## config.mk

```make
export PLATFORM = sky130hd
export DESIGN_NAME = pcfg_top
export DESIGN_NICKNAME = d
export VERILOG_FILES = /design/src/verilog/pcfg_pkg.sv /design/src/verilog/pcfg_top.sv /design/src/verilog/pcfg_driver.sv
export SDC_FILE = /design/constraint.sdc
export NUM_CORES = 1
export LEC_CHECK = 0
export ABC_CLOCK_PERIOD_IN_PS = 2000
export BUFFER_PORTS_ARGS = -buffer_cell sky130_fd_sc_hd__buf_4
export CAP_MARGIN = 25
export CORE_ASPECT_RATIO = 0.5
export CORE_MARGIN = 2
export CORE_UTILIZATION = 28
export CTS_CLUSTER_SIZE = 10
export DETAILED_ROUTE_END_ITERATION = 10
export MAX_ROUTING_LAYER = met4
export PLACE_DENSITY = 0.6
export SLEW_MARGIN = 10
export SYNTH_ARGS = -nofsm -noshare
export SYNTH_HDL_FRONTEND = slang
export SYNTH_HIERARCHICAL = 1
export SYNTH_SLANG_ARGS = --single-unit
```

## constraint.sdc

```tcl
create_clock -name aclk -period 2 [get_ports aclk]
set_clock_uncertainty 0.2 [all_clocks]
set_input_delay 0.4 -clock aclk [delete_from_list [all_inputs] [get_ports aclk]]
set_output_delay 0.4 -clock aclk [all_outputs]
set_load 0.01 [all_outputs]
```

## src/verilog/pcfg_pkg.sv

```systemverilog
// Package for the PLL2 detector and oscillator output configuration bank.
// Assumes an AXI4-Lite slave with 32-bit data; each 8-bit register sits in one word.
package pcfg_pkg;
   // Printed offsets are not all multiples of four, so they are register indices.
   localparam logic [7:0] IDX_PUMP_CURRENT = 8'h37;
   localparam logic [7:0] IDX_DETECTOR_CONTROL = 8'h38;
   localparam logic [7:0] IDX_PATH_CONTROL = 8'h39;
   localparam logic [7:0] IDX_DRIVER0_CONTROL = 8'h3A;
   localparam logic [7:0] IDX_DRIVER1_CONTROL = 8'h3B;
   localparam int ADDR_W = 10;
   localparam int NUM_REGS = 5;
   // Reset values (none documented; all zero, everything disabled).
   localparam logic [7:0] RST_REG = 8'h00;
   // Field positions.
   localparam int PUMP_CODE_LSB = 0;
   localparam int PUMP_CODE_W = 4;
   localparam int DET_UP_EN_BIT = 4;
   localparam int DET_DN_EN_BIT = 3;
   localparam int DET_FORCE_UP_BIT = 2;
   localparam int DET_FORCE_DN_BIT = 1;
   localparam int DET_POLARITY_BIT = 0;
   localparam int PATH_DIV_LSB = 1;
   localparam int PATH_EN_BIT = 0;
   localparam int DRV_MODE_LSB = 4;
   localparam int DRV_TERM_LSB = 1;
   localparam int DRV_EN_BIT = 0;
   // Driver modes and termination codes.
   typedef enum logic [1:0] {
      PCFG_MODE_CML = 2'h0,
      PCFG_MODE_ECL = 2'h1,
      PCFG_MODE_LVDS = 2'h2,
      PCFG_MODE_CMOS = 2'h3
   } pcfg_mode_type;
   localparam logic [1:0] TERM_NONE = 2'h0;
   localparam logic [1:0] TERM_100 = 2'h1;
   localparam logic [1:0] TERM_RSVD = 2'h2;
   localparam logic [1:0] TERM_50 = 2'h3;
   // AXI responses.
   localparam logic [1:0] RESP_OKAY = 2'h0;
   localparam logic [1:0] RESP_SLVERR = 2'h2;
endpackage : pcfg_pkg

```

## src/verilog/pcfg_top.sv

```systemverilog
// Register bank for PLL2 pump/detector controls and the oscillator output path.
// Assumes an AXI4-Lite master on aclk; one write and one read in flight at most.
//
// What this block does
// [RULE1] Low nibble of pump register is the linear pump current code.
// [RULE2] Detector register bit 4 enables up, bit 3 enables down.
// [RULE3] Bit 2 forces pump up, bit 1 forces pump down.
// [RULE4] Software never sets both force bits together.
// [RULE5] Path divider codes 0..3 in bits 2:1 divide by 1,2,4,8.
// [RULE6] Path bit 0 enables divider and internal path, not driver.
// [RULE7] Driver bits 5:4 pick CML, ECL, LVDS or CMOS mode.
// [RULE8] Driver bits 2:1 pick CML termination none, 100, reserved, 50.
// [RULE9] Driver bit 0 enables that driver.
// [RULE10] Reserved bits are plain storage without effect.
//
// Implementation choice: the AXI4-Lite interface to the registers.
`timescale 1ns/1ps
`default_nettype none
module pcfg_top (
   // Clock and reset.
   input wire logic aclk,
   input wire logic aresetn,
   // AXI4-Lite write address.
   input wire logic [9:0] s_axi_awaddr,
   input wire logic [2:0] s_axi_awprot,
   input wire logic s_axi_awvalid,
   output logic s_axi_awready,
   // AXI4-Lite write data.
   input wire logic [31:0] s_axi_wdata,
   input wire logic [3:0] s_axi_wstrb,
   input wire logic s_axi_wvalid,
   output logic s_axi_wready,
   // AXI4-Lite write response.
   output logic [1:0] s_axi_bresp,
   output logic s_axi_bvalid,
   input wire logic s_axi_bready,
   // AXI4-Lite read address.
   input wire logic [9:0] s_axi_araddr,
   input wire logic [2:0] s_axi_arprot,
   input wire logic s_axi_arvalid,
   output logic s_axi_arready,
   // AXI4-Lite read data.
   output logic [31:0] s_axi_rdata,
   output logic [1:0] s_axi_rresp,
   output logic s_axi_rvalid,
   input wire logic s_axi_rready,
   // PLL2 pump and detector controls.
   output logic [3:0] pump_current_code,
   output logic detector_up_enable,
   output logic detector_down_enable,
   output logic force_pump_up,
   output logic force_pump_down,
   output logic detector_polarity_neg,
   // Oscillator output path.
   output logic osc_output_path_enable,
   output logic [3:0] osc_output_div_ratio,
   // Oscillator output drivers.
   output logic osc_output_drv0_enable,
   output logic [1:0] osc_output_drv0_mode,
   output logic osc_output_drv0_term_100,
   output logic osc_output_drv0_term_50,
   output logic osc_output_drv1_enable,
   output logic [1:0] osc_output_drv1_mode,
   output logic osc_output_drv1_term_100,
   output logic osc_output_drv1_term_50
);

   // Maps a byte address to a register slot; returns NUM_REGS when unmapped.
   function automatic logic [2:0] reg_slot(input logic [9:0] addr);
      logic [7:0] idx;
      idx = addr[9:2];
      reg_slot = 3'(pcfg_pkg::NUM_REGS);
      if (addr[1:0] == 2'h0) begin
         if (idx == pcfg_pkg::IDX_PUMP_CURRENT) begin
            reg_slot = 3'h0;
         end else if (idx == pcfg_pkg::IDX_DETECTOR_CONTROL) begin
            reg_slot = 3'h1;
         end else if (idx == pcfg_pkg::IDX_PATH_CONTROL) begin
            reg_slot = 3'h2;
         end else if (idx == pcfg_pkg::IDX_DRIVER0_CONTROL) begin
            reg_slot = 3'h3;
         end else if (idx == pcfg_pkg::IDX_DRIVER1_CONTROL) begin
            reg_slot = 3'h4;
         end
      end
   endfunction : reg_slot

   // Register storage and write channel state.
   logic [7:0] regs_q [0:4];
   logic [7:0] regs_d [0:4];
   logic aw_held_q, aw_held_d, w_held_q, w_held_d;
   logic [9:0] awaddr_q, awaddr_d;
   logic [7:0] wbyte_q, wbyte_d;
   logic wstrb0_q, wstrb0_d;
   logic bvalid_q, bvalid_d;
   logic [1:0] bresp_q, bresp_d;
   logic [2:0] wslot;

   // Write path: take address and data in either order, answer once both are held.
   always_comb begin
      aw_held_d = aw_held_q;
      w_held_d = w_held_q;
      awaddr_d = awaddr_q;
      wbyte_d = wbyte_q;
      wstrb0_d = wstrb0_q;
      bvalid_d = bvalid_q;
      bresp_d = bresp_q;
      for (int i = 0; i < pcfg_pkg::NUM_REGS; i++) begin
         regs_d[i] = regs_q[i];
      end
      wslot = reg_slot(awaddr_q);
      if (s_axi_awvalid && !aw_held_q && !bvalid_q) begin
         aw_held_d = 1'b1;
         awaddr_d = s_axi_awaddr;
      end
      if (s_axi_wvalid && !w_held_q && !bvalid_q) begin
         w_held_d = 1'b1;
         wbyte_d = s_axi_wdata[7:0];
         wstrb0_d = s_axi_wstrb[0];
      end
      if (aw_held_q && w_held_q) begin
         // [RULE10] whole byte stored
         if (wslot < 3'(pcfg_pkg::NUM_REGS)) begin
            if (wstrb0_q) begin
               regs_d[wslot] = wbyte_q;
            end
            bresp_d = pcfg_pkg::RESP_OKAY;
         end else begin
            bresp_d = pcfg_pkg::RESP_SLVERR;
         end
         bvalid_d = 1'b1;
         aw_held_d = 1'b0;
         w_held_d = 1'b0;
      end
      if (bvalid_q && s_axi_bready) begin
         bvalid_d = 1'b0;
      end
   end

   // Register the write path; stored bytes reset to zero, all outputs disabled.
   always_ff @(posedge aclk) begin
      if (!aresetn) begin
         aw_held_q <= 1'b0;
         w_held_q <= 1'b0;
         awaddr_q <= 10'h000;
         wbyte_q <= 8'h00;
         wstrb0_q <= 1'b0;
         bvalid_q <= 1'b0;
         bresp_q <= pcfg_pkg::RESP_OKAY;
         for (int i = 0; i < pcfg_pkg::NUM_REGS; i++) begin
            regs_q[i] <= pcfg_pkg::RST_REG;
         end
      end else begin
         aw_held_q <= aw_held_d;
         w_held_q <= w_held_d;
         awaddr_q <= awaddr_d;
         wbyte_q <= wbyte_d;
         wstrb0_q <= wstrb0_d;
         bvalid_q <= bvalid_d;
         bresp_q <= bresp_d;
         for (int i = 0; i < pcfg_pkg::NUM_REGS; i++) begin
            regs_q[i] <= regs_d[i];
         end
      end
   end

   assign s_axi_awready = !aw_held_q && !bvalid_q;
   assign s_axi_wready = !w_held_q && !bvalid_q;
   assign s_axi_bvalid = bvalid_q;
   assign s_axi_bresp = bresp_q;

   // Read channel state.
   logic rvalid_q, rvalid_d;
   logic [31:0] rdata_q, rdata_d;
   logic [1:0] rresp_q, rresp_d;
   logic [2:0] rslot;

   // Read path: one cycle from address to data; bits above the byte read zero.
   always_comb begin
      rvalid_d = rvalid_q;
      rdata_d = rdata_q;
      rresp_d = rresp_q;
      rslot = reg_slot(s_axi_araddr);
      if (s_axi_arvalid && !rvalid_q) begin
         rvalid_d = 1'b1;
         if (rslot < 3'(pcfg_pkg::NUM_REGS)) begin
            rdata_d = {24'h000000, regs_q[rslot]};
            rresp_d = pcfg_pkg::RESP_OKAY;
         end else begin
            rdata_d = 32'h00000000;
            rresp_d = pcfg_pkg::RESP_SLVERR;
         end
      end else if (rvalid_q && s_axi_rready) begin
         rvalid_d = 1'b0;
      end
   end

   // Register the read path.
   always_ff @(posedge aclk) begin
      if (!aresetn) begin
         rvalid_q <= 1'b0;
         rdata_q <= 32'h00000000;
         rresp_q <= pcfg_pkg::RESP_OKAY;
      end else begin
         rvalid_q <= rvalid_d;
         rdata_q <= rdata_d;
         rresp_q <= rresp_d;
      end
   end

   assign s_axi_arready = !rvalid_q;
   assign s_axi_rvalid = rvalid_q;
   assign s_axi_rdata = rdata_q;
   assign s_axi_rresp = rresp_q;

   // Decoded analog controls, one flop stage behind the stored bytes.
   logic [3:0] pump_d, pump_q;
   logic up_en_d, up_en_q, dn_en_d, dn_en_q;
   logic fup_d, fup_q, fdn_d, fdn_q, pol_d, pol_q;
   logic path_en_d, path_en_q;
   logic [3:0] ratio_d, ratio_q;
   logic [7:0] det;

   // Decode pump, detector and path fields; reserved bits feed nothing.
   always_comb begin
      det = regs_q[1];
      // [RULE1] pump current code
      pump_d = regs_q[0][pcfg_pkg::PUMP_CODE_LSB +: pcfg_pkg::PUMP_CODE_W];
      // [RULE2] detector up/down enables
      up_en_d = det[pcfg_pkg::DET_UP_EN_BIT];
      dn_en_d = det[pcfg_pkg::DET_DN_EN_BIT];
      // [RULE3] charge pump force bits
      fup_d = det[pcfg_pkg::DET_FORCE_UP_BIT];
      fdn_d = det[pcfg_pkg::DET_FORCE_DN_BIT];
      // [RULE4] both set: neither wins
      if (fup_d && fdn_d) begin
         fup_d = 1'b0;
         fdn_d = 1'b0;
      end
      pol_d = det[pcfg_pkg::DET_POLARITY_BIT];
      // [RULE6] path enable bit
      path_en_d = regs_q[2][pcfg_pkg::PATH_EN_BIT];
      // [RULE5] power-of-two divide ratio
      case (regs_q[2][pcfg_pkg::PATH_DIV_LSB +: 2])
         2'h0: ratio_d = 4'h1;
         2'h1: ratio_d = 4'h2;
         2'h2: ratio_d = 4'h4;
         2'h3: ratio_d = 4'h8;
         default: ratio_d = 4'h1;
      endcase
   end

   // Register the decoded controls.
   always_ff @(posedge aclk) begin
      if (!aresetn) begin
         pump_q <= 4'h0;
         up_en_q <= 1'b0;
         dn_en_q <= 1'b0;
         fup_q <= 1'b0;
         fdn_q <= 1'b0;
         pol_q <= 1'b0;
         path_en_q <= 1'b0;
         ratio_q <= 4'h1;
      end else begin
         pump_q <= pump_d;
         up_en_q <= up_en_d;
         dn_en_q <= dn_en_d;
         fup_q <= fup_d;
         fdn_q <= fdn_d;
         pol_q <= pol_d;
         path_en_q <= path_en_d;
         ratio_q <= ratio_d;
      end
   end

   assign pump_current_code = pump_q;
   assign detector_up_enable = up_en_q;
   assign detector_down_enable = dn_en_q;
   assign force_pump_up = fup_q;
   assign force_pump_down = fdn_q;
   assign detector_polarity_neg = pol_q;
   assign osc_output_path_enable = path_en_q;
   assign osc_output_div_ratio = ratio_q;

   // Two identical driver decoders, one per control byte.
   pcfg_driver u_drv0 (
      .aclk(aclk),
      .aresetn(aresetn),
      .ctrl(regs_q[3]),
      .drv_enable(osc_output_drv0_enable),
      .drv_mode(osc_output_drv0_mode),
      .drv_term_100(osc_output_drv0_term_100),
      .drv_term_50(osc_output_drv0_term_50)
   );

   pcfg_driver u_drv1 (
      .aclk(aclk),
      .aresetn(aresetn),
      .ctrl(regs_q[4]),
      .drv_enable(osc_output_drv1_enable),
      .drv_mode(osc_output_drv1_mode),
      .drv_term_100(osc_output_drv1_term_100),
      .drv_term_50(osc_output_drv1_term_50)
   );
endmodule : pcfg_top
`default_nettype wire

```

## src/verilog/pcfg_driver.sv

```systemverilog
// One oscillator output driver decoder.
// Assumes its control byte is a registered value on the same clock.
`timescale 1ns/1ps
`default_nettype none
module pcfg_driver (
   // Clock and reset.
   input wire logic aclk,
   input wire logic aresetn,
   // Control byte.
   input wire logic [7:0] ctrl,
   // Decoded driver controls.
   output logic drv_enable,
   output logic [1:0] drv_mode,
   output logic drv_term_100,
   output logic drv_term_50
);
   logic en_d, en_q, t100_d, t100_q, t50_d, t50_q;
   logic [1:0] mode_d, mode_q;
   logic [1:0] term;

   // Decode mode, termination and enable; termination only applies in CML.
   always_comb begin
      term = ctrl[pcfg_pkg::DRV_TERM_LSB +: 2];
      // [RULE7] driver mode select
      mode_d = ctrl[pcfg_pkg::DRV_MODE_LSB +: 2];
      // [RULE8] CML termination select
      t100_d = (mode_d == pcfg_pkg::PCFG_MODE_CML) && (term == pcfg_pkg::TERM_100);
      t50_d = (mode_d == pcfg_pkg::PCFG_MODE_CML) && (term == pcfg_pkg::TERM_50);
      // [RULE9] driver enable bit
      en_d = ctrl[pcfg_pkg::DRV_EN_BIT];
   end

   // Register the decoded controls so outputs come from flip-flops.
   always_ff @(posedge aclk) begin
      if (!aresetn) begin
         en_q <= 1'b0;
         mode_q <= 2'h0;
         t100_q <= 1'b0;
         t50_q <= 1'b0;
      end else begin
         en_q <= en_d;
         mode_q <= mode_d;
         t100_q <= t100_d;
         t50_q <= t50_d;
      end
   end

   assign drv_enable = en_q;
   assign drv_mode = mode_q;
   assign drv_term_100 = t100_q;
   assign drv_term_50 = t50_q;
endmodule : pcfg_driver
`default_nettype wire

```

# Yosys cells after proc, flatten, opt, wreduce, memory -nomap -nowiden
# Memories as Yosys holds them, arrays and structs flattened.
# Cells that the tools add are included.
# totals
n_memories	1
ramBits	40
wordCells	115
register_bits	83
# mem_list
name	depth	word_bits	rd	rd_clocked_by_memory_dff	write_ports	line	source
regs_q	5	8	6	0	5	pcfg_top.sv:89	logic [7:0] regs_q [0:4];
# classes
n_eq_ne	17
n_bitwise	7
n_lt_le_gt_ge	4
n_reduce_logical	29
muxes	31
# op_table
operator	count
$mux 40	3
$eq 8x6->1 const B	10
$mux 8	7
$bwmux 40	1
$mux 3	10
$demux 8 s3	1
$logic_and 1x1->1	16
$pmux 4 s4	1
$logic_not 2->1	5
$eq 2x2->1 const B	4
$eq 2x1->1 const B	3
$lt 3x3->1 const B	2
$mux 1	6
$reduce_or 2->1	3
$or 1x1->1	5
$ge 4x4->1 const B	1
$logic_not 1->1	4
$lt 4x1->1 const B	1
$mux 2	2
$not 3->4	1
$reduce_bool 2->1	1
$not 1->1	1

# Longest topological paths before layout
# Gate-level depths: netlist of the first run.
# logic_depth
depth_word	17
mapped_depth	7
mapped_depth_nobuf	5

# Hierarchy
# The synthesis of the first run kept the hierarchy.
# by_module_without_submodules
mod	seq_area_each_um2	cells_each	area_per_inst_um2	n_inst
pcfg_top	1741.7	443	3925.0	1
pcfg_driver	100.1	11	147.6	2

# Least setup slack after synthesis of the first run
# No wires, ideal clock.
# synth_path
path_kind	input-to-reg
from	input port s_axi_araddr[9]
to	register rdata_q[0], in the netlist s_axi_rdata[0]
cell_stages	5
t_arrival_ps	1501
path_buffers	0
setup_ps	124
slack_ps	175
required_ps	1676
path_cell_list	nor4_2 > nand4_2 > nand2b_4 > a221oi_1 > o21ai_1
# synth_between
elab_chain_cells	9
word_cells_on_any_way	14
cone_classes	1 x order compare; 5 x eq/ne; 7 x mux; 1 x memory
# synth_lines
element	line	source
from (decl)	pcfg_top.sv:38	input wire logic [9:0] s_axi_araddr,
$eq 8x6->1	pcfg_top.sv:82	end else if (idx == pcfg_pkg::IDX_DRIVER1_CONTROL) begin
$mux 1	pcfg_top.sv:82	
$mux 3	pcfg_top.sv:80	end else if (idx == pcfg_pkg::IDX_DRIVER0_CONTROL) begin
$mux 3	pcfg_top.sv:78	end else if (idx == pcfg_pkg::IDX_PATH_CONTROL) begin
$mux 3	pcfg_top.sv:76	end else if (idx == pcfg_pkg::IDX_DETECTOR_CONTROL) begin
$mux 3 *	pcfg_top.sv:74	if (idx == pcfg_pkg::IDX_PUMP_CURRENT) begin
$mux 3 *	pcfg_top.sv:73	if (addr[1:0] == 2'h0) begin
$lt 3x3->1 / $mem_v2 5x8 (equally long branches)	n/a	
$mux 8 *	pcfg_top.sv:186	if (rslot < 3'(pcfg_pkg::NUM_REGS)) begin
to (signal assigned)	pcfg_top.sv:206	rdata_q <= rdata_d;
to (decl)	pcfg_top.sv:174	logic [31:0] rdata_q, rdata_d;
# Mark *: on every way between the ends. The rest lies on a longest branch, timed or not.
# A chain may end at the register's enable or synchronous reset.

==> results of run 1 <==
-- sequential cells by signal, summed over array words and instances (netlist names), 2 cells and up --
register,count
regs_q,40
u_drv0/drv_mode,2
awaddr_q,10
u_drv1/drv_mode,2
osc_output_div_ratio,4
pump_current_code,4
s_axi_rdata,8
wbyte_q,8
-- repair_timing --
| item | CTS | global route |
|---|---|---|
| endpoints found under the setup margin | 0 | 25 |
| gates resized for setup | 0 | 6 |
| setup buffers | 0 | 1 |
| hold endpoints to repair | 0 | 0 |
-- logic make-up after synthesis --
group                  Yosys count
AND/OR/NAND/NOR                191
flip-flops                      97
AO/OA/AOI/OAI                   79
buffers and inverters           53
multiplexers                    42
XOR/XNOR                         2
other                            1
-- power by group through the flow --
stage / Sequential, W / Clock [W] / Combinational [W]
2_1_floorplan: 0.00203 / 0 / 0.000213
3_3_place_gp: 0.00204 / 0 / 0.000306
3_5_place_dp: 0.00204 / 0 / 0.000308
4_1_cts: 0.00200 / 0.00194 / 0.000310
5_1_grt: 0.00201 / 0.00203 / 0.000345
6_report: 0.00200 / 0.00190 / 0.000309
-- synthesized netlist by cell type, types with 2 or more instances --
cell type  number
a221oi_1        7
nand3_1         4
and3b_1         2
o21ai_1         7
nand2_1       107
a21oi_1         4
xor2_1          2
nor4_1          3
and2_1         12
buf_4          31
a311o_1         7
buf_1           4
nor2b_1        18
o31ai_1         8
mux2i_1        42
nand2b_1        4
dfxtp_1        97
nor4b_2         2
clkbuf_1       13
a21boi_0       21
nor3b_1         4
o21ai_0        17
and2_2          6
nor2_1         16
a31oi_1         3
inv_1           4
-- worst min path at each step --
stage / startpoint / to / slack [ps] / cells past startpoint
after floorplan: regs_q[1][1] / force_pump_up / 220 / 1
after global placement: regs_q[3][7] / regs_q[3][7] / 240 / 2
after detailed placement: regs_q[2][7] / regs_q[2][7] / 250 / 2
after CTS: s_axi_arvalid / s_axi_rvalid / 90 / 2
after global routing: s_axi_wdata[7] / wbyte_q[7] / 100 / 3
final: s_axi_arvalid / s_axi_rvalid / 100 / 2
-- per-stage QoR --
step	power [W]	instance area (sq um)
after CTS	0.004252	5315
after global placement	0.002347	4979
final	0.004207	5345
after global routing	0.004386	5345
after detailed placement	0.002352	4979
after floorplan	0.002247	4314
-- worst register-to-register path: cells and delay by family, from the launching register on --
| kind | cells | cell delay, ps |
|---|---|---|
| simple gates | 3 | 890 |
| flops | 1 | 310 |
| buf+inv | 1 | 210 |
| mux | 1 | 180 |
-- layout by cell type, fill, tap and decap left out, types with 6 or more instances in the layout --
cell type | netlist | layout
nand2_1 | 107 | 106
dfxtp_1 | 97 | 96
buf_4 | 31 | 94
mux2i_1 | 42 | 41
conb_1 | 1 | 26
a21boi_0 | 21 | 21
nor2b_1 | 18 | 18
o21ai_0 | 17 | 17
nor2_1 | 16 | 16
and2_1 | 12 | 12
clkbuf_16 | 0 | 9
o31ai_1 | 8 | 8
a221oi_1 | 7 | 7
a311o_1 | 7 | 7
o21ai_1 | 7 | 7
and2_2 | 6 | 6
-- area by class of cell --
| type | instances | area [sq um] |
|---|---|---|
| clock buffers | 10 | 239.0 |
| fillers | 1520 | 9239 |
| flip-flops and latches | 97 | 1943 |
| repair buffers | 95 | 725.7 |
| inverters | 4 | 15.01 |
| well taps | 198 | 247.7 |
| multi-input cells | 340 | 2077 |
| clock inverters | 6 | 97.59 |
-- metal layers --
layer | vias up | wire (um) | GRT usage
met4 | 0 | 85 | 0.03484
met3 | 9 | 375 | 0.02357
met5 | - | 0 | -
li1 | 1708 | - | -
met2 | 75 | 4488 | 0.1844
met1 | 1564 | 4983 | 0.1785
==> results.txt, run 1 <==
- For this design the static power due to leakage is 2.203 nW.
- The number of global-route vias before repair was 3135.
- Counting tap cells, the placed design contains a total of 733 instances.
- The total overflow left after global routing is 0.
- Half-perimeter wire length of the detailed placement result: 7401 um
- Port buffering added 74 buffers.
- The finished layout holds 750 standard cells, fillers aside.
* Final Hold Violating Endpoints: 0
- Share of synthesized area occupied by flip-flops and latches: 0.4601
- The share of synthesized area in the top cell type comes to 0.4601.
- Antenna violations before repair: 0
- Type of the worst setup path: reg2reg
- Across the run, the number of max-cap violations was 0.
- Arrival time reported for the critical path endpoint: 1930 ps
- Switching pwr: 0.0009612 W
- Minimum clock period: 1893 ps
- The final layout contains 616 nets.
- Iteration count of the initial detailed-routing pass: 4
- By area, the combinational part of the netlist is dominated by simple AND/OR/NAND/NOR gates.
* Last element of the critical path: regs_q[1][0]
- For flop-to-flop paths, the worst setup slack is 110 ps.
- Worst flop-to-flop path startpoint: awaddr_q[8]
- Number of buffers on the longest clock path: 2
- Number of buffers created by CTS: 9
- The worst setup path is captured at a register.
* Num rows: 31
- For this run, the total global-route usage over all layers was measured as 0.1269.
- VDD IR max: 0.4796 mV
- Synthesis Warnings: 6
- Setup repair after global routing missed its margin: false
* Hold bufs inserted after CTS: 0
- From bottom edge to top edge, the die measures 90.81 um.
- Fin. max-slew vios: 0
- Fraction of the mapped netlist area in compound gates: 0.1328
- Fmax: 528.3 MHz
- Entering global routing, the biggest net connects 75 pins.
- Ratio of cells with drive above 1 in the final layout: 0.2391
* CP top delay family: simple AND/OR/NAND/NOR gates
- The H-tree was split into 3 levels.
- Initial core utilization: 0.2894
- Routed length per instance: 13.24 um
- Setup slack of the critical path after layout: 107.2 ps
* Post-Syn Area per Cell: 9.076 sq um
* Area leader, netlist: dfxtp_1
* CP Data Required Time: 2030 ps
* Horizontal extent of the die: 177.6 um
* Clock input transition at the sequential cells of the worst setup and hold paths: 70 ps
* CORE AREA: 14580 sq um
- # DRC: 0
- Num Clock Sinks: 97
* Overall routed net length: 9932 um
* Top-level I/O count: 134
* Gate power share: 0.074
* Number of violations reported at the end of detailed-routing iteration 0: 218
- Counting buffers and inverters, the worst setup path is 5 cells deep.
- Root buffer cell: clkbuf_16
- Along the worst path, the maximum fanout reaches 8.
* Instance count of the mapped netlist: 465
- Capture instance of the worst register-to-register path: regs_q[1][0]
- Setup violations remaining at the end of the flow were counted as 0.
- Adding up every negative setup slack in the final design gives 0 ps.
- Net switching share of the total power: 0.2285
- Final Util: 0.3665
- The number of buffers and inverters on the critical path is 1.
* Launching element of the worst setup path: awaddr_q[8]
- TritonCTS built the clock tree.
- Type of element launching the critical path: register
- CP max-delay cell: or4_1
- Area fraction in and, or, nand and nor cells after synthesis: 0.2274
* Post-route worst hold slack: 98.76 ps
* Proportion of power drawn by flip-flops and latches: 0.475
* Number of enable-type register cells in the synthesized netlist: 0
* Post-synth cell types: 46
- Via Count: 3356
- Power density normalized to cell area: 787.1 nW/um^2
- 0 antenna diodes ended up in the layout.
* Minimum setup slack after placement: -84.51 ps
- Clock network fraction of design power: 0.451
- After synthesis the cells add up to 4220 sq um.
- Via-per-instance ratio: 4.475
* Number of synthesized register bits: 97
- Skew-Pair Late Insertion Delay: 340 ps
- Critical path's largest stage delay: 550 ps
- Primary FF master, synth: dfxtp_1
* Die ar.: 16130 sq um
* Result of the run: finished, final reports clean
- Final antenna-violating net count: 0
- In this run the worst hold path is classified as in2reg.
- The first global-routing pass estimated 15770 um of wire.
- Of the total synthesized cell area, the portion taken by XOR and XNOR cells is 0.004151.
- Sorting the synthesized cells by area gives the leading types as dfxtp_1 (46%), mux2i_1 (10%), nand2_1 (9.5%).
- P_int: 0.003246 W
* Adder and majority gate portion of the synthesized area: 0
* List of cells traversed by the critical path: nand4bb_2 -> or4_1 -> buf_4 -> mux2i_2 -> nor2b_1
- After synthesis, the share of cell area in mux cells is 0.09961.
* Share of async-settable or async-resettable flops after synthesis: 0
- From synthesis to final layout, the design area changed by 26.65%.
* Part of the cycle the worst path needs: 0.9464
- Counting cells, the worst reg-to-reg path comes to 5.
* Weighted congestion at the end of routability-driven global placement: 0.8175
(Power assumes the default switching activity.)
==> run 2: changes to the inputs <==
--- a/config.mk
+++ b/config.mk
@@ -13,7 +13,6 @@
 export CORE_UTILIZATION = 28
 export CTS_CLUSTER_SIZE = 10
 export DETAILED_ROUTE_END_ITERATION = 10
-export MAX_ROUTING_LAYER = met4
 export PLACE_DENSITY = 0.6
 export SLEW_MARGIN = 10
 export SYNTH_ARGS = -nofsm -noshare
==> results.txt, run 2 (synthesized netlist as in run 1, its figures left out) <==
* Type of element launching the critical path: register
- Area after DPL: 4979 sq um
* Antenna violations before repair: 0
- After clock tree synthesis, the clock-pin slew on the worst setup and hold paths is 70 ps.
- The sequential cells in the finished layout cover a total of 1943 sq um.
- # nets final: 616
- The clock period could shrink to 1891 ps.
- Num rows: 31
- Static Leakage: 2.203 nW
- The filler cells instantiated in the layout total 1520.
- The first global-routing pass estimated 15790 um of wire.
* Number of violations reported at the end of detailed-routing iteration 0: 221
- Overall routed net length: 9927 um
- Overflow after GRT: 0
- At the worst endpoint, the arrival time is 1920 ps.
- Routed length per instance: 13.24 um
* Area growth from synthesis to layout: 26.65%
* TritonCTS clock tree: built
- Skew-Pair Late Insertion Delay: 330 ps
- Root buffer cell: clkbuf_16
- In this run the worst path has a maximum fanout of 8.
* Via Count: 3359
- The worst-case IR drop observed on VDD is 0.4793 mV.
- Largest net degree at the start of global routing: 75
- Setup slack of the critical path after layout: 109.2 ps
- regs_q holds more flip-flops than any other register.
- For this design the top-level I/O count stands at 134.
- Dividing total power by cell area gives a power density of 788.3 nW/um^2.
- Final antenna-violating net count: 0
- Biggest regs: regs_q: 40 flops, awaddr_q: 10 flops
* Result of the run: finished, final reports clean
- The share of total power dissipated in sequential elements is 0.475.
* CP Data Required Time: 2030 ps
- The internal portion of the total power is 0.003246 W.
- Clock network fraction of design power: 0.452
* Count of endpoints failing setup in the final report: 0
* Largest register FFs: 40
- Derived from the worst setup path, the maximum achievable clock frequency is 528.9 MHz.
* Aggregate global-route resource usage: 0.1236
- Of the available clock period, the critical path in the final layout requires 0.9454.
- CORE AREA: 14580 sq um
- After detailed routing, the number of remaining DRC violations is 0.
* Gate power share: 0.073
- Port buffering added 74 buffers.
- Sort of element at the end of the critical path: register
* Total power of the final layout: 0.004214 W
- Die ar.: 16130 sq um
* Net switching share of the total power: 0.2296
* Setup repair after global routing missed its margin: false
- For this design the total switching power over the nets is 0.0009675 W.
* Horizontal extent of the die: 177.6 um
- Half-perimeter wire length of the detailed placement result: 7401 um
- For this configuration, the core starts out at a cell density of 0.2894.
* Number of buffers created by CTS: 9
- Leaving out fill and tap cells, the most frequent cells in the layout are nand2_1 (106), dfxtp_1 (96), buf_4 (94).
- Multi-input gate area: 2077 sq um
- Setup total negative slack on the finished layout was measured at 0 ps.
- Type of the worst setup path: reg2reg
* Post-route worst hold slack: 97.58 ps
* Most common library cell in the layout ignoring fill and taps: nand2_1
- The worst hold path passes through 2 cells.
- Via-per-instance ratio: 4.479
- Die Y-Extent: 90.81 um
* Post-Layout Inst Area: 5345 sq um
* Ratio of cells with drive above 1 in the final layout: 0.2391
- Counting every sink on the clock net gives 97.
- Measured in cells, the most critical reg-to-reg path has a length of 5.
* Fin. max-slew vios: 0
- Number of levels in the clock H-tree: 3
- Min-delay worst type: in2reg
- The number of global-route vias before repair came to 3120.
- The pre-antenna-repair detailed-routing pass consisted of 6 iterations.
- The repair_antennas step left the layout with diodes totalling 0.
- Count of maximum capacitance violations: 0
- The number of failing hold endpoints at the final stage was 0.
- No sink is reached through more buffers than the 2 on the longest clock path.
- Hold bufs inserted after CTS: 0
- The congestion estimate from routability-driven global placement came to 0.8058.
* Minimum setup slack after placement: -84.51 ps
## run 2: cell counts in the layout (fill, tap and decap cells not counted)
Identical to the previous run, type by type.
## run 2: final timing paths
check	slack [ps]	endpoint	from
worst min-delay path	100	s_axi_rvalid	s_axi_arvalid
worst max-delay path	110	regs_q[1][0]	awaddr_q[8]
worst min register to register	260	awaddr_q[0]	awaddr_q[0]
worst max register to register	110	regs_q[1][0]	awaddr_q[8]
## run 2: layer usage
| layer | wire, um | GRT usage | share of wire | vias to the layer above |
|---|---|---|---|---|
| met1 | 5017 | 0.1785 | 0.51 | 1553 |
| met2 | 4368 | 0.1838 | 0.44 | 86 |
| met3 | 453 | 0.02567 | 0.046 | 7 |
| li1 | - | - | - | 1713 |
| met5 | 0 | 0 | 0 | - |
| met4 | 86 | 0.03484 | 0.0087 | 0 |
## run 2: layout make-up
class,count,share of cell area
flip-flops and latches,97,0.3635
clock inverters,6,0.01826
inverters,4,0.002809
multi-input cells,340,0.3886
repair buffers,95,0.1358
clock buffers,10,0.04471
well taps,198,0.04635
## run 2: power groups by stage
stage	Clock [W]	Sequential (W)	Combinational, W
3_5_place_dp	0	0.00204	0.000308
5_1_grt	0.00204	0.00201	0.000345
6_report	0.00190	0.00200	0.000309
4_1_cts	0.00194	0.00200	0.000310
2_1_floorplan	0	0.00203	0.000213
3_3_place_gp	0	0.00204	0.000306
## run 2: repair_timing
item	4_1_cts	5_1_grt
gates resized for setup	0	6
setup endpoints to repair	0	25
setup buffers	0	1
## run 2: per-stage QoR
step,instances,utilization
detailed placement,733,0.3414
global route,750,0.3665
CTS,749,0.3644
floorplan,490,-
global placement,733,0.3414
finish,750,0.3665
## run 2: critical path, stage by stage (launching register included)
cell and delay, ps:
dfxtp_1 310, nand4bb_2 280, or4_1 550, buf_4 210, mux2i_2 180, nor2b_1 60
==> run 3: changes to the inputs <==
--- a/config.mk
+++ b/config.mk
@@ -8,7 +8,7 @@
 export ABC_CLOCK_PERIOD_IN_PS = 2000
 export BUFFER_PORTS_ARGS = -buffer_cell sky130_fd_sc_hd__buf_4
 export CAP_MARGIN = 25
-export CORE_ASPECT_RATIO = 0.5
+export CORE_ASPECT_RATIO = 0.75
 export CORE_MARGIN = 2
 export CORE_UTILIZATION = 28
 export CTS_CLUSTER_SIZE = 10
==> results.txt, run 3 (synthesized netlist as in run 1, its figures left out) <==
- Result of the run: finished, final reports clean
- For the worst setup path, the data required time is 2040 ps.
* Sort of element at the end of the critical path: register
- Entering global routing, the biggest net connects 89 pins.
- The worst hold path was traced through 2 stages.
- Count of maximum capacitance violations: 0
- Final Util: 0.3650
* Setup slack on the worst flop-to-flop path: 150 ps
* Static Leakage: 2.213 nW
- Via-per-instance ratio: 4.522
* Number of global-route vias before repair: 3350
- Aggregate global-route resource usage: 0.1349
* Overall routed net length: 10540 um
- Worst flop-to-flop path startpoint: awaddr_q[8]
- The signal on the critical path passes through nand4bb_1 -> or4_1 -> buf_4 -> mux2i_1 -> nor2b_1.
* Count of endpoints failing setup in the final report: 0
- Most common library cell in the layout ignoring fill and taps: nand2_1
* Final antenna-violating net count: 0
* Ratio of cells with drive above 1 in the final layout: 0.2342
- Skew-Pair Late Insertion Delay: 350 ps
- Via Count: 3414
* Die Y-Extent: 110.3 um
- Beginning of the worst hold path: s_axi_arvalid
* Number of buffers and inverters on the critical path: 1
- Weighted congestion at the end of routability-driven global placement: 0.8451
- For this run, design rule violations remaining after detail routing come to 0.
- Type of the worst setup path: reg2reg
- The initial utilization of the core area, before any placement, comes to 0.2891.
* Arrival time reported for the critical path endpoint: 1890 ps
- 134 I/O pins were placed.
* Diode insertion count for antenna repair: 0
* Largest register FFs: 40
- The min-delay analysis places its worst path in the category in2reg.
* Gate power share: 0.076
* Total power of the final layout: 0.004071 W
- After clock tree synthesis, the repair step resized 0 gates.
- Clock network fraction of design power: 0.433
* CP max-delay cell: or4_1
* Horizontal extent of the die: 145.8 um
* Fill count: 1526
* Proportion of power drawn by flip-flops and latches: 0.491
- Part of the cycle the worst path needs: 0.9272
- The pre-antenna-repair detailed-routing pass consisted of 4 iterations.
* Number of buffers on the longest clock path: 2
* Minimum clock period: 1854 ps
- VDD IR max: 0.4030 mV
* Half-perimeter wire length of the detailed placement result: 7919 um
* CORE AREA: 14600 sq um
- Routed length per instance: 13.96 um
- The floorplan has 38 rows.
* Hold bufs inserted after CTS: 0
- The number of failing hold endpoints at the final stage is 0.
- The worst setup path is launched from a register.
* # nets final: 620
- Across all hold checks on the routed design, the worst slack comes to 98.64 ps.
- Buffers placed on the I/O ports in this run total 74.
- Number of violations reported at the end of detailed-routing iteration 0: 172
- Wire length of the first global-routing pass: 16890 um
* Worst reg2reg path depth: 5
* Net switching share of the total power: 0.2312
* Critical path's largest stage delay: 560 ps
* Post-CTS Repair Setup Buffers: 0
* Register ranked first by flip-flop count: regs_q
* Number of buffers created by CTS: 9
- On the critical path the largest part of the delay comes from simple AND/OR/NAND/NOR gates.
- Fin. max-slew vios: 0
* Overflow after GRT: 0
- Number of levels in the clock H-tree: 3
* Switching pwr: 0.0009412 W
- Capture instance of the worst register-to-register path: regs_q[1][3]
- The number of antenna violations at the first check in global routing came to 0.
- Commonest cells after routing, fill and taps aside: nand2_1 (107), buf_4 (98), dfxtp_1 (97)
* TritonCTS clock tree: built
* Setup repair after global routing missed its margin: false
- Fmax: 539.2 MHz
* Die ar.: 16080 sq um
- Terminating pin of the worst hold path: s_axi_rvalid
- Clock-pin slew was measured on the worst setup and hold paths at 70 ps.
* Num Clock Sinks: 97
- Power density normalized to cell area: 764.1 nW/um^2
* Crit Path Max Fanout: 8
- Biggest regs: regs_q: 40 flops, awaddr_q: 10 flops
- Root buffer cell: clkbuf_16
- Cell internal power was estimated by the tool at 0.003130 W.
- Area growth from synthesis to layout: 26.24%
[run 3: power by group through the flow]
stage / logic (W) / registers [W] / clock network [W]
floorplan: 0.000213 / 0.00203 / 0
global placement: 0.000303 / 0.00204 / 0
detailed placement: 0.000310 / 0.00204 / 0
CTS: 0.000311 / 0.00200 / 0.00180
global route: 0.000345 / 0.00200 / 0.00188
finish: 0.000310 / 0.00200 / 0.00176
[run 3: through the flow]
step | TNS [ps] | setup WS, ps | std cells | area [sq um]
floorplan | 0 | 175.4 | 490 | 4314
global placement | -505.7 | -98.05 | 740 | 5019
detailed placement | -925.5 | -165.6 | 740 | 5019
CTS | 0 | 56.97 | 755 | 5323
global route | 0 | 35.29 | 755 | 5328
finish | 0 | 145.5 | 755 | 5328
[run 3: worst max path at each step]
| stage | from | endpoint | slack, ps | depth (start not counted) |
|---|---|---|---|---|
| after global placement | s_axi_araddr[9] | s_axi_rdata[5] | -100 | 7 |
| after floorplan | s_axi_araddr[9] | s_axi_rdata[0] | 180 | 5 |
| after global routing | awaddr_q[0] | regs_q[2][3] | 40 | 6 |
| after CTS | awaddr_q[8] | regs_q[3][7] | 60 | 6 |
| final | awaddr_q[8] | regs_q[1][3] | 150 | 5 |
| after detailed placement | s_axi_araddr[9] | s_axi_rdata[0] | -170 | 8 |
[run 3: worst register-to-register path: cells and delay by family, from the launching register on]
kind	cells	cell delay, ps
simple gates	3	870
mux	1	160
buf+inv	1	200
flops	1	310
[run 3: layer usage]
layer | vias up | routed length [um] | track usage | part of all wire
met3 | 21 | 631 | 0.03663 | 0.060
met1 | 1580 | 5334 | 0.1866 | 0.51
met2 | 98 | 4327 | 0.1988 | 0.41
met5 | - | 0 | 0 | 0
li1 | 1715 | - | - | -
met4 | 0 | 245 | 0.05602 | 0.023
[run 3: final cells by class]
class | instances | area [sq um] | area share
multi-input combinational | 340 | 2061 | 0.3868
sequential | 97 | 1942 | 0.3645
timing repair buffer | 99 | 755.7 | 0.1419
clock buffer | 11 | 252.7 | 0.04744
tap | 200 | 250.2 | 0.04697
clock inverter | 4 | 51.30 | 0.009629
inverter | 4 | 15.01 | 0.002818
